File: src/brs_pkg.sv
// constants, command characters and setting layouts for the setup command interpreter
package brs_pkg;
    // command characters
    localparam logic [7:0] CH_FRAME_START = 8'h75; // u
    localparam logic [7:0] CH_FRAME_END   = 8'h76; // v
    localparam logic [7:0] CH_WRITE_NVM   = 8'h79; // y
    localparam logic [7:0] CH_ALL_ON      = 8'h58; // X
    localparam logic [7:0] CH_SYM_ON_LO   = 8'h41; // A
    localparam logic [7:0] CH_SYM_ON_HI   = 8'h47; // G
    localparam logic [7:0] CH_SYM_OFF_LO  = 8'h61; // a
    localparam logic [7:0] CH_SYM_OFF_HI  = 8'h67; // g
    localparam logic [7:0] CH_C128_ON     = 8'h57; // W
    localparam logic [7:0] CH_C128_OFF    = 8'h77; // w
    localparam logic [7:0] CH_EXP_NOCHK   = 8'h41; // A inside a frame
    localparam logic [7:0] CH_DIG_LO      = 8'h10; // ctrl-P, any length
    localparam logic [7:0] CH_DIG_HI      = 8'h3a; // colon, 42 digits
    localparam logic [7:0] CH_ICG_SHORT   = 8'h3d;
    localparam logic [7:0] CH_ICG_LONG    = 8'h3f;
    localparam logic [7:0] CH_FA_ON       = 8'h68;
    localparam logic [7:0] CH_FA_OFF      = 8'h69;
    localparam logic [7:0] CH_CD_OFF      = 8'h52;
    localparam logic [7:0] CH_CDX_ON      = 8'h53;
    localparam logic [7:0] CH_CDX_OFF     = 8'h54;
    localparam logic [7:0] CH_BUZ_ON      = 8'h4a;
    localparam logic [7:0] CH_BUZ_OFF     = 8'h4b;
    localparam logic [7:0] CH_BUZ_ONCE    = 8'h4c;
    localparam logic [7:0] CH_BEL_ON      = 8'h4d;
    localparam logic [7:0] CH_BEL_OFF     = 8'h4e;
    localparam logic [7:0] CH_SCAN_ON     = 8'h48;
    localparam logic [7:0] CH_SCAN_OFF    = 8'h49;
    localparam logic [7:0] CH_SPECIAL     = 8'h55;
    localparam logic [7:0] CH_SLEEP       = 8'h6f;
    localparam logic [7:0] CH_STOP        = 8'h70;
    localparam logic [2:0] SYM_C128_IDX   = 3'h7;

    // persistable settings, the image held in non-volatile memory
    typedef struct packed {
        logic [5:0] digits;      // 0 = any length 1..42
        logic       icg_long;
        logic [7:0] sym_en;      // c39,nw7,wpc,2of5,itf,c11,c93,c128 from bit 0
        logic       full_ascii;
        logic       cd_check;
        logic       cd_xfer;
        logic       buzz_en;
        logic       bel_en;
    } brs_persist_type;

    // state that is never written to non-volatile memory
    typedef struct packed {
        logic scan_en;
        logic special;
    } brs_volatile_type;

    localparam brs_persist_type PERSIST_RST = '{digits: 6'h00, icg_long: 1'b0,
        sym_en: 8'h1f, full_ascii: 1'b0, cd_check: 1'b0, cd_xfer: 1'b0,
        buzz_en: 1'b1, bel_en: 1'b0};
    localparam brs_volatile_type VOLATILE_RST = '{scan_en: 1'b1, special: 1'b0};

    // register map, byte addresses
    localparam logic [7:0]  ADDR_CTRL    = 8'h00;
    localparam logic [7:0]  ADDR_STATUS  = 8'h04;
    localparam logic [7:0]  ADDR_PERSIST = 8'h08;
    localparam logic [7:0]  ADDR_VOLAT   = 8'h0c;
    localparam logic [1:0]  HTRANS_NONSEQ = 2'h2;
    localparam logic        CTRL_EN_RST  = 1'b1;
endpackage

File: src/brs_setup_cmd.sv
// setup command interpreter of the pen reader, with an ahb-lite status port
//
// Notes on behaviour
// - outside an expanded frame each received character is decoded alone as one whole command
// - after reset the settings are reloaded from the non-volatile image
// - character y copies the active persistable settings into non-volatile memory
// - settings not committed by y live only in volatile flops
// - scan, special, sleep, stop, one-shot buzzer and frame codes never persist
// - u opens an expanded frame, one command follows, v closes it
// - A inside a frame disables check digit, keeping transfer; outside enables code39
// - ctrl-P gives any length; ctrl-Q to colon give 1 to 42 digits
//
// Implementation choices: register access over AHB-Lite and the placing of the registers.
`timescale 1ns/1ps
module brs_setup_cmd
    import brs_pkg::*;
(
    // clock and reset
    input  wire logic            clk_sys_in,
    input  wire logic            reset_in,
    // received command characters
    input  wire logic            rx_valid_in,
    input  wire logic [7:0]      rx_char_in,
    output logic                 rx_ready_out,
    // non-volatile memory image
    input  wire brs_persist_type nvm_data_in,
    output logic                 nvm_wr_out,
    output brs_persist_type      nvm_data_out,
    // active settings and one-cycle requests
    output brs_persist_type      persist_out,
    output brs_volatile_type     volatile_out,
    output logic                 buzz_once_out,
    output logic                 sleep_req_out,
    output logic                 stop_req_out,
    // ahb-lite slave
    input  wire logic            hsel_in,
    input  wire logic [31:0]     haddr_in,
    input  wire logic [1:0]      htrans_in,
    input  wire logic            hwrite_in,
    input  wire logic [2:0]      hsize_in,
    input  wire logic [31:0]     hwdata_in,
    input  wire logic            hready_in,
    output logic [31:0]          hrdata_out,
    output logic                 hreadyout_out,
    output logic                 hresp_out
);
    typedef enum logic [1:0] {ST_LOAD, ST_IDLE, ST_OPEN, ST_CLOSE} brs_state_type;

    brs_state_type    state_q, state_d;
    brs_persist_type  persist_q, persist_d;
    brs_volatile_type vol_q, vol_d;
    logic             nvm_wr_q, nvm_wr_d;
    brs_persist_type  nvm_data_q, nvm_data_d;
    logic             buzz_q, buzz_d, sleep_q, sleep_d, stop_q, stop_d;
    logic [7:0]       last_q, last_d;
    logic             ctrl_en_q, ctrl_en_d;
    logic             wr_pend_q, wr_pend_d;
    logic [7:0]       waddr_q, waddr_d;
    logic [31:0]      rdata_q, rdata_d;
    logic             accept;
    logic             hit;

    // true for a character inside an inclusive range
    function automatic logic in_range(input logic [7:0] c, input logic [7:0] lo,
                                      input logic [7:0] hi);
        return (c >= lo) && (c <= hi);
    endfunction

    // one character per cycle; refused while the image is being reloaded
    assign accept       = rx_valid_in && rx_ready_out;
    assign rx_ready_out = ctrl_en_q && (state_q != ST_LOAD);

    // command decoder: next settings, frame state and requests
    always_comb begin
        state_d    = state_q;
        persist_d  = persist_q;
        vol_d      = vol_q;
        nvm_wr_d   = 1'b0;
        nvm_data_d = nvm_data_q;
        buzz_d     = 1'b0;
        sleep_d    = 1'b0;
        stop_d     = 1'b0;
        last_d     = last_q;
        hit        = 1'b0;
        if (state_q == ST_LOAD) begin
            persist_d = nvm_data_in;
            state_d   = ST_IDLE;
        end else if (accept) begin
            last_d = rx_char_in;
            if (state_q == ST_OPEN) begin
                hit = 1'b1;
                if (rx_char_in == CH_FRAME_END) begin
                    state_d = ST_IDLE;
                end else if (rx_char_in == CH_EXP_NOCHK) begin
                    persist_d.cd_check = 1'b0;
                    state_d            = ST_CLOSE;
                end else begin
                    hit = 1'b0;
                end
            end else if (state_q == ST_CLOSE) begin
                // only the complete code ends the frame
                hit = (rx_char_in == CH_FRAME_END);
                if (hit) begin
                    state_d = ST_IDLE;
                end
            end else begin
                hit = 1'b1;
                // digit count is the character less ctrl-P
                if (in_range(rx_char_in, CH_DIG_LO, CH_DIG_HI)) begin
                    persist_d.digits = 6'(rx_char_in - CH_DIG_LO);
                end else if (in_range(rx_char_in, CH_SYM_ON_LO, CH_SYM_ON_HI)) begin
                    // normal meaning of A is code39 enable
                    persist_d.sym_en[3'(rx_char_in - CH_SYM_ON_LO)] = 1'b1;
                end else if (in_range(rx_char_in, CH_SYM_OFF_LO, CH_SYM_OFF_HI)) begin
                    persist_d.sym_en[3'(rx_char_in - CH_SYM_OFF_LO)] = 1'b0;
                end else if (rx_char_in == CH_C128_ON) begin
                    persist_d.sym_en[SYM_C128_IDX] = 1'b1;
                end else if (rx_char_in == CH_C128_OFF) begin
                    persist_d.sym_en[SYM_C128_IDX] = 1'b0;
                end else if (rx_char_in == CH_ALL_ON) begin
                    persist_d.sym_en = '1;
                end else if (rx_char_in == CH_ICG_SHORT) begin
                    persist_d.icg_long = 1'b0;
                end else if (rx_char_in == CH_ICG_LONG) begin
                    persist_d.icg_long = 1'b1;
                end else if (rx_char_in == CH_FA_ON) begin
                    persist_d.full_ascii = 1'b1;
                end else if (rx_char_in == CH_FA_OFF) begin
                    persist_d.full_ascii = 1'b0;
                end else if (rx_char_in == CH_CD_OFF) begin
                    persist_d.cd_check = 1'b0;
                    persist_d.cd_xfer  = 1'b0;
                end else if (rx_char_in == CH_CDX_ON) begin
                    persist_d.cd_check = 1'b1;
                    persist_d.cd_xfer  = 1'b1;
                end else if (rx_char_in == CH_CDX_OFF) begin
                    persist_d.cd_check = 1'b1;
                    persist_d.cd_xfer  = 1'b0;
                end else if (rx_char_in == CH_BUZ_ON) begin
                    persist_d.buzz_en = 1'b1;
                end else if (rx_char_in == CH_BUZ_OFF) begin
                    persist_d.buzz_en = 1'b0;
                end else if (rx_char_in == CH_BEL_ON) begin
                    persist_d.bel_en = 1'b1;
                end else if (rx_char_in == CH_BEL_OFF) begin
                    persist_d.bel_en = 1'b0;
                end else if (rx_char_in == CH_BUZ_ONCE) begin
                    // volatile requests, kept out of the image
                    buzz_d = 1'b1;
                end else if (rx_char_in == CH_SCAN_ON) begin
                    vol_d.scan_en = 1'b1;
                    vol_d.special = 1'b0;
                end else if (rx_char_in == CH_SCAN_OFF) begin
                    vol_d.scan_en = 1'b0;
                end else if (rx_char_in == CH_SPECIAL) begin
                    vol_d.special = 1'b1;
                end else if (rx_char_in == CH_SLEEP) begin
                    sleep_d = 1'b1;
                end else if (rx_char_in == CH_STOP) begin
                    stop_d = 1'b1;
                end else if (rx_char_in == CH_FRAME_START) begin
                    state_d = ST_OPEN;
                end else if (rx_char_in == CH_WRITE_NVM) begin
                    nvm_wr_d   = 1'b1;
                    nvm_data_d = persist_q;
                end else begin
                    hit = 1'b0;
                end
            end
        end
    end

    // settings live in flops until committed
    always_ff @(posedge clk_sys_in) begin
        if (reset_in) begin
            state_q    <= ST_LOAD;
            persist_q  <= PERSIST_RST;
            vol_q      <= VOLATILE_RST;
            nvm_wr_q   <= 1'b0;
            nvm_data_q <= PERSIST_RST;
            buzz_q     <= 1'b0;
            sleep_q    <= 1'b0;
            stop_q     <= 1'b0;
            last_q     <= 8'h00;
        end else begin
            state_q    <= state_d;
            persist_q  <= persist_d;
            vol_q      <= vol_d;
            nvm_wr_q   <= nvm_wr_d;
            nvm_data_q <= nvm_data_d;
            buzz_q     <= buzz_d;
            sleep_q    <= sleep_d;
            stop_q     <= stop_d;
            last_q     <= last_d;
        end
    end

    assign nvm_wr_out    = nvm_wr_q;
    assign nvm_data_out  = nvm_data_q;
    assign persist_out   = persist_q;
    assign volatile_out  = vol_q;
    assign buzz_once_out = buzz_q;
    assign sleep_req_out = sleep_q;
    assign stop_req_out  = stop_q;

    // bus slave: zero wait, read data captured in the address phase
    always_comb begin
        wr_pend_d = 1'b0;
        waddr_d   = waddr_q;
        rdata_d   = rdata_q;
        ctrl_en_d = ctrl_en_q;
        if (wr_pend_q && waddr_q == ADDR_CTRL) begin
            ctrl_en_d = hwdata_in[0];
        end
        if (hready_in && hsel_in && htrans_in == HTRANS_NONSEQ) begin
            wr_pend_d = hwrite_in;
            waddr_d   = haddr_in[7:0];
            if (haddr_in[7:0] == ADDR_CTRL) begin
                rdata_d = {31'h0, ctrl_en_q};
            end else if (haddr_in[7:0] == ADDR_STATUS) begin
                rdata_d = {22'h0, state_q, last_q};
            end else if (haddr_in[7:0] == ADDR_PERSIST) begin
                rdata_d = {12'h0, persist_q};
            end else if (haddr_in[7:0] == ADDR_VOLAT) begin
                rdata_d = {30'h0, vol_q};
            end else begin
                rdata_d = 32'h0;
            end
        end
    end

    always_ff @(posedge clk_sys_in) begin
        if (reset_in) begin
            wr_pend_q <= 1'b0;
            waddr_q   <= 8'h00;
            rdata_q   <= 32'h0;
            ctrl_en_q <= CTRL_EN_RST;
        end else begin
            wr_pend_q <= wr_pend_d;
            waddr_q   <= waddr_d;
            rdata_q   <= rdata_d;
            ctrl_en_q <= ctrl_en_d;
        end
    end

    assign hrdata_out    = rdata_q;
    assign hreadyout_out = 1'b1;
    assign hresp_out     = 1'b0;
endmodule

File: config.mk
export PLATFORM = sky130hd
export DESIGN_NAME = brs_setup_cmd
export DESIGN_NICKNAME = d
export VERILOG_FILES = /design/src/brs_pkg.sv /design/src/brs_setup_cmd.sv
export SDC_FILE = /design/constraint.sdc
export NUM_CORES = 1
export LEC_CHECK = 0
export ABC_CLOCK_PERIOD_IN_PS = 2100
export BUFFER_PORTS_ARGS = -buffer_cell sky130_fd_sc_hd__buf_4
export CORE_ASPECT_RATIO = 1.1
export CORE_MARGIN = 3
export CORE_UTILIZATION = 30
export CTS_CLUSTER_DIAMETER = 100
export DETAILED_ROUTE_END_ITERATION = 7
export PLACE_DENSITY_LB_ADDON = 0.1
export REMOVE_ABC_BUFFERS = 1
export SETUP_SLACK_MARGIN = 0.02
export SLEW_MARGIN = 30
export SYNTH_ARGS = -nofsm -noshare
export SYNTH_HDL_FRONTEND = slang
export SYNTH_SLANG_ARGS = --single-unit
File: constraint.sdc
create_clock -name clk_sys_in -period 2.1 [get_ports clk_sys_in]
set_clock_uncertainty 0.2 [all_clocks]
set_input_delay 0.105 -clock clk_sys_in [delete_from_list [all_inputs] [get_ports clk_sys_in]]
set_output_delay 0.105 -clock clk_sys_in [all_outputs]
set_load 0.1 [all_outputs]
* After elaboration in Yosys (flattened, before gate mapping) *
Cells that the tools add are included.

word-level totals
  bits in registers = 98
  input bits = 103
  output and inout port bits = 81
  word-level logic and storage cells = 329

operators by class
  add/subtract/negate cells = 3
  order comparisons = 10
  eq/ne operators = 113
  mux-type cells = 92
  bitwise logic cells = 32
  reduce and logical (&&, ||, !) cells = 49

operator list
  operator                                              number
  equality test 8 x 7 -> 1 bit (second input constant)  22
  2-to-1 mux 20 bit                                     6
  != test 3 bit (second input constant)                 35
  != test 4 bit (second input constant)                 25
  2-to-1 mux 2 bit                                      37
  AND reduction 27 bit                                  2
  != test 2 bit (second input constant)                 18
  2-to-1 mux 1 bit                                      31
  inverter 1 bit                                        29
  AND reduction 29 bit                                  1
  OR reduction 29 bit                                   1
  OR reduction 27 bit                                   1
  OR reduction 26 bit                                   1
  2-to-1 mux 5 bit                                      5
  2-to-1 mux 12 bit                                     2
  2-to-1 mux 8 bit                                      3
  AND reduction 24 bit                                  1
  AND reduction 23 bit                                  1
  OR reduction 22 bit                                   1
  AND reduction 19 bit                                  1
  AND reduction 17 bit                                  1
  equality test 8 x 4 -> 1 bit (second input constant)  2
  equality test 8 x 6 -> 1 bit (second input constant)  2
  >= comparator 8 x 7 -> 1 bit (second input constant)  2
  39 further kinds                                      69

* Logic depth before layout (Yosys ltp) *
  depth after elaboration = 29
  gate-level depth with buffers = 9
  gate-level depth less buffers = 7

* Worst setup path before layout *
OpenSTA, ideal clock, no wires.

  path type = flip-flop to output port
  from = register state_q[0]
  to = output port rx_ready_out
  data arrival time = 2.103 ns
  data required time = 1.795 ns
  slack = -0.308 ns
  stages on the path, launching flop included = 7
  buffers on the path = 4
  path through = dfxtp_1 clkbuf_2 or2_2 clkbuf_1 clkbuf_1 buf_1 and2_1

on the way
  longest elaborated chain between the ends = 2

ends and longest elaborated chain
  item                    RTL line              source
  from (decl)             brs_setup_cmd.sv:49   brs_state_type state_q, state_d;
  from (signal assigned)  brs_setup_cmd.sv:186  state_q <= state_d;
  nonzero test 2 bit      brs_setup_cmd.sv:71   assign rx_ready_out = ctrl_en_q && (state_q != ST_LOAD);
  logical AND 1 bit       brs_setup_cmd.sv:71
  to (decl)               brs_setup_cmd.sv:24   output logic rx_ready_out,

Every way passes these cells.

* Worst setup path after layout *
  from = input port rx_char_in[0]
  to = register persist_q (netlist bit persist_out[9])

on the way
  longest elaborated chain between the ends = 14
  elaborated cells between the ends (all ways) = 39
  those cells by class = add/sub: 2; order compare: 10; eq/ne: 6; mux: 11; bitwise: 3; reduce/logical: 7

ends and longest elaborated chain
  item                                                                                               RTL line                                    source
  from (decl)                                                                                        brs_setup_cmd.sv:23                         input wire logic [7:0] rx_char_in,
  subtractor 3 x 1 -> 3 bit                                                                          brs_setup_cmd.sv:113, brs_setup_cmd.sv:115
  < comparator 3 x 4 -> 1 bit (not written as such) or >= comparator 3 x 1 -> 1 bit (tied branches)  brs_setup_cmd.sv:113, brs_setup_cmd.sv:115
  logical AND 1 bit (not written as such)                                                            brs_setup_cmd.sv:113, brs_setup_cmd.sv:115
  2-to-1 mux 1 bit (not written as such)                                                             brs_setup_cmd.sv:113, brs_setup_cmd.sv:115
  demux 1 bit (select 3 bit)                                                                         brs_setup_cmd.sv:113, brs_setup_cmd.sv:115
  inverter 8 bit (no line)                                                                           n/a
  AND 8 bit (no line)                                                                                n/a
  2-to-1 mux 8 bit                                                                                   brs_setup_cmd.sv:114                        end else if (in_range(rx_char_in, CH_SYM_OFF_LO, CH_SYM_OFF_HI)) begin
  2-to-1 mux 8 bit                                                                                   brs_setup_cmd.sv:111                        end else if (in_range(rx_char_in, CH_SYM_ON_LO, CH_SYM_ON_HI)) begin
  2-to-1 mux 14 bit                                                                                  brs_setup_cmd.sv:109                        if (in_range(rx_char_in, CH_DIG_LO, CH_DIG_HI)) begin
  2-to-1 mux 20 bit                                                                                  brs_setup_cmd.sv:100                        end else if (state_q == ST_CLOSE) begin
  2-to-1 mux 16 bit                                                                                  brs_setup_cmd.sv:90                         if (state_q == ST_OPEN) begin
  2-to-1 mux 20 bit                                                                                  brs_setup_cmd.sv:88                         end else if (accept) begin
  2-to-1 mux 20 bit                                                                                  brs_setup_cmd.sv:85                         if (state_q == ST_LOAD) begin
  to (signal assigned)                                                                               brs_setup_cmd.sv:187                        persist_q <= persist_d;
  to (decl)                                                                                          brs_setup_cmd.sv:50                         brs_persist_type persist_q, persist_d;

Parallel ways exist; a longest one is shown, timed or not. The select of a mux whose other input is x is not followed.
A chain may end at the register's enable or synchronous reset.

==> results list <==
- Clock tree from TritonCTS: built
- Register bit total from synthesis: 86
* Standard-cell row count: 47
* Total of warnings raised by yosys: 0
* Layout Nets: 871
- Die width: 125.4 um
- Crit path max-delay cell type: o21ai_2
- Lkg Pwr: between 2 and 3 nW
* Share of synthesized area occupied by flip-flops and latches: a little over a third
- The synthesized netlist contains between 80 and 90 unique library cells.
- The finished layout holds 960 standard cells, fillers aside.
* Post-DP HPWL: 13410 um
- Startpoint of the most critical hold path: nvm_data_in[12]
* Cell with the most instances on the worst path: buf_4
- Dividing the detail-routed wire length by the instance count gives approximately 19 um.
- The worst register-to-register path ends at nvm_data_out[8].
- Across all layers, the routed design uses approximately 5000 vias.
* Worst path buffer plus inverter count: 4
- Hold_ws: 0.05094 ns
- The first global-routing pass estimated 27860 um of wire.
- The tree is rooted in a clkbuf_16.
- Data on the critical path is required at its endpoint by approximately 2.2 ns.
- Traced cell by cell, the critical path runs through buf_4 > inv_1 > ha_1 > nand2_1 > buf_4 > o31a_1 > o21ai_2 > buf_4 > o211ai_1 > o211ai_1.
- Result of the run: complete, no violations
- The total area inside the core boundary comes to 15230 sq um.
- Slack of the critical path: 0.1153 ns
- Global route overflow: 0
* Starting DRT DRC Count: 460
* Sequential cell area: about 1700 sq um
- The path class of the tightest hold or removal check is primary input to flip-flop.
- Ratio of cells with drive above 1 in the final layout: around a third
* Port Buffer Count: 111
- Based on the critical path, the design can be clocked at up to about 500 MHz.
* Worst setup slack after placement: -0.1919 ns
* Multi-input gate area in the final layout: 2688 sq um
* Pin count of the biggest net entering global routing: 37
* Number of maximum-capacitance violations: 0
- The repair_antennas step left the layout with diodes totalling 0.
- In this run the worst path has a maximum fanout of 5.
- The final number of max-transition violations was 0.
- dfxtp_1 takes more of the synthesized area than any other cell.
- The average instance in the mapped netlist occupies ~8.5 sq um.
- Remaining antenna violation count after routing: 0
* Tcrit/Tclk final: 94.51%
- Die Footprint: 17230 sq um
* Source-to-sink clock delay at the later pin of the worst-skew pair: 0.35 ns
* Mapped Area: between 4000 and 5000 sq um
- The worst setup path is captured at a flip-flop.
- In this run, synthesis inferred 0 flip-flops with an integrated enable.
* Fill count: 1518
* Highest ir drop seen on vdd: 0.3666 mV
- Post-detailed-routing wire length: 18130 um
- Finished Core Util: 45.63%
* Buffers from clock root to sink, at most: 2
- Clock edge transition at the registers on the reported setup and hold paths: 0.07 ns
- The synthesized design devotes to its leading area cell type between 30% and 40% of total area.
- The cell family contributing the most delay on the critical path is compound AO/OA/AOI/OAI gates.
- For this design the ratio of total power to cell area is 630.6 nW/um^2.
* Setup repair after global routing missed its margin: false
- After detailed routing, the number of vias per cell comes to about 5.2.
* Clock buffer count from CTS: 9
- Stage delay of the slowest cell on the critical path: 0.38 ns
- Global-route usage over all layers: 20.63%
- Number of antenna violations at the first check in global routing: 0
* Inst Count DP: 908
* CTS HTree Levels: 3
- The area growth from synthesis to layout is 47.66%.
* Max-slew headroom at the worst pin: between 50% and 60%
* Hold-critical path endpoint: persist_out[12]
- Of all flip-flops after synthesis, the portion carrying an async set or reset was 0%.
* Post-layout min period: 1.985 ns
* Die H: 137.4 um
- At the pin with the least slew margin, the transition time is 0.6763 ns.
- In the routed design, unresolved DRC markers number 0.
- Gate count of the mapped netlist: between 500 and 600
- Largest cells by area after synthesis: dfxtp_1 37%, nor2_1 5.2%, a21oi_1 4.4%
- Number of buffers added for setup after CTS: 0
- Final GP Congestion: 0.9828
- The final hold violation count came to 0.
- Detailed Routing Iterations Pass 1: 6
- Critical path type: primary input to flip-flop
- Sort of element at the start of the critical path: primary input
- Across all register-to-register paths, the minimum setup slack is around 0.14 ns.
* Clock tree sinks: 86
* Top_reg_cell synth: dfxtp_1
- Number of I/O pins: 184
- The startpoint identified for the worst register-to-register timing path is state_q[1].
- Starting Density: 30.90%
* Critical Path AT: 2.06 ns
- Setup violations remaining at the end of the flow were counted as 0.
- Along the worst hold path, the cell count comes to 4.
- Depth of the worst register-to-register path: 6
* Number of global-route vias before repair: 4905
-- sequential cells by signal (all words and copies together), names as in the netlist --
name           flops
nvm_data_out      20
persist_out       20
sleep_req_out      1
ctrl_en_q          1
nvm_wr_out         1
wr_pend_q          1
state_q            2
hrdata_out        20
stop_req_out       1
waddr_q            8
volatile_out       2
last_q             8
buzz_once_out      1
-- cells in the mapped netlist, types with 5 or more instances --
cell type,count
dfxtp_1,86
nor2_1,65
a21oi_1,41
nand2_1,31
o21ai_0,23
clkbuf_1,20
mux2i_1,19
nor3_1,19
nand4_1,17
a22oi_1,16
buf_4,15
o211ai_1,13
a211oi_1,11
nand3_1,11
buf_2,10
inv_1,10
ha_1,9
nor2b_1,7
o22ai_1,7
o31ai_1,6
buf_1,5
buf_6,5
nand4b_1,5
nor4_1,5
-- worst min-delay path, stage by stage --
cell	delay [ns]
buf_4	0.11
nor2_1	0.13
or3_1	0.13
o211ai_2	0.08
-- report_power, final --
group	internal (mW)	switching, mW
Combinational	0.345	0.650
Clock	0.939	0.729
Sequential	1.67	0.0501
Total	2.95	1.43
-- metrics by stage --
| step | instance area, sq um | total power [mW] | setup TNS [ns] |
|---|---|---|---|
| after floorplan | 4419 | 2.293 | -6.205 |
| after global placement | 6254 | 2.687 | -3.261 |
| after detailed placement | 6254 | 2.688 | -4.427 |
| after CTS | 6927 | 4.409 | 0 |
| after global routing | 6950 | 4.550 | 0 |
| final | 6950 | 4.383 | 0 |
-- final cells by class --
| cell class | instances | share of cell area (%) |
|---|---|---|
| clock buffer | 9 | 3.240 |
| clock inverter | 7 | 1.152 |
| inverter | 10 | 0.5401 |
| multi-input combinational | 410 | 38.67 |
| sequential | 86 | 24.79 |
| tap | 196 | 3.528 |
| timing repair buffer | 242 | 28.08 |
-- cells in the final DEF, fill, tap and decap left out, types with 4 or more instances in the layout --
master	synthesis	final
o22ai_1	7	7
nand4b_1	5	5
a222oi_1	4	4
dfxtp_1	86	85
o21ai_0	23	22
clkbuf_16	0	9
o211ai_1	13	13
conb_1	2	14
nor4_1	5	5
nor2b_1	7	7
o31ai_1	6	5
nor3_1	19	17
nand3_1	11	11
ha_1	9	9
nand4_1	17	17
mux2_2	4	4
and3b_1	4	4
and4_1	4	4
nand2_1	31	31
nor2_1	65	65
a22oi_1	16	16
a211oi_1	11	11
buf_4	15	201
a21oi_1	41	41
dlygate4sd3_1	0	36
mux2i_1	19	19
inv_1	10	10
-- timing repair --
item / 4_1_cts / 5_1_grt
gates cloned: 0 / 0
endpoints found under the setup margin: 1 / 17
endpoints found under the hold margin: 36 / 0
gates resized for setup: 2 / 8
pin swaps: 0 / 1
hold buffers: 36 / 0
-- worst max path at each step --
stage	startpoint	to	slack, ns	depth (start not counted)
detailed placement	rx_char_in[0]	persist_out[7]	-0.19	9
finish	rx_char_in[0]	persist_out[9]	0.12	10
global route	haddr_in[4]	hrdata_out[9]	0.03	8
global placement	rx_char_in[0]	state_q[1]	-0.18	9
CTS	state_q[0]	rx_ready_out	0.05	5
floorplan	htrans_in[0]	hrdata_out[9]	-0.44	4
-- metal layers --
metal	up-vias	GRT usage, %	share of wire, %	wire length [um]
met4	0	6.627	2.0	368
met5	-	0	0	0
li1	2425	-	-	-
met1	2388	28.29	47	8433
met3	26	3.180	4.6	831
met2	165	33.41	47	8493
-- kinds of logic after synthesis --
family	share of synthesized area [%]
buf+inv	7.868
compound gates	22.41
simple gates	24.56
flops	36.58
xor+xnor	0.5583
fa+ha+maj	2.392
mux	5.476
other cells	0.1595
No activity file was read; power rests on OpenSTA's default activity.
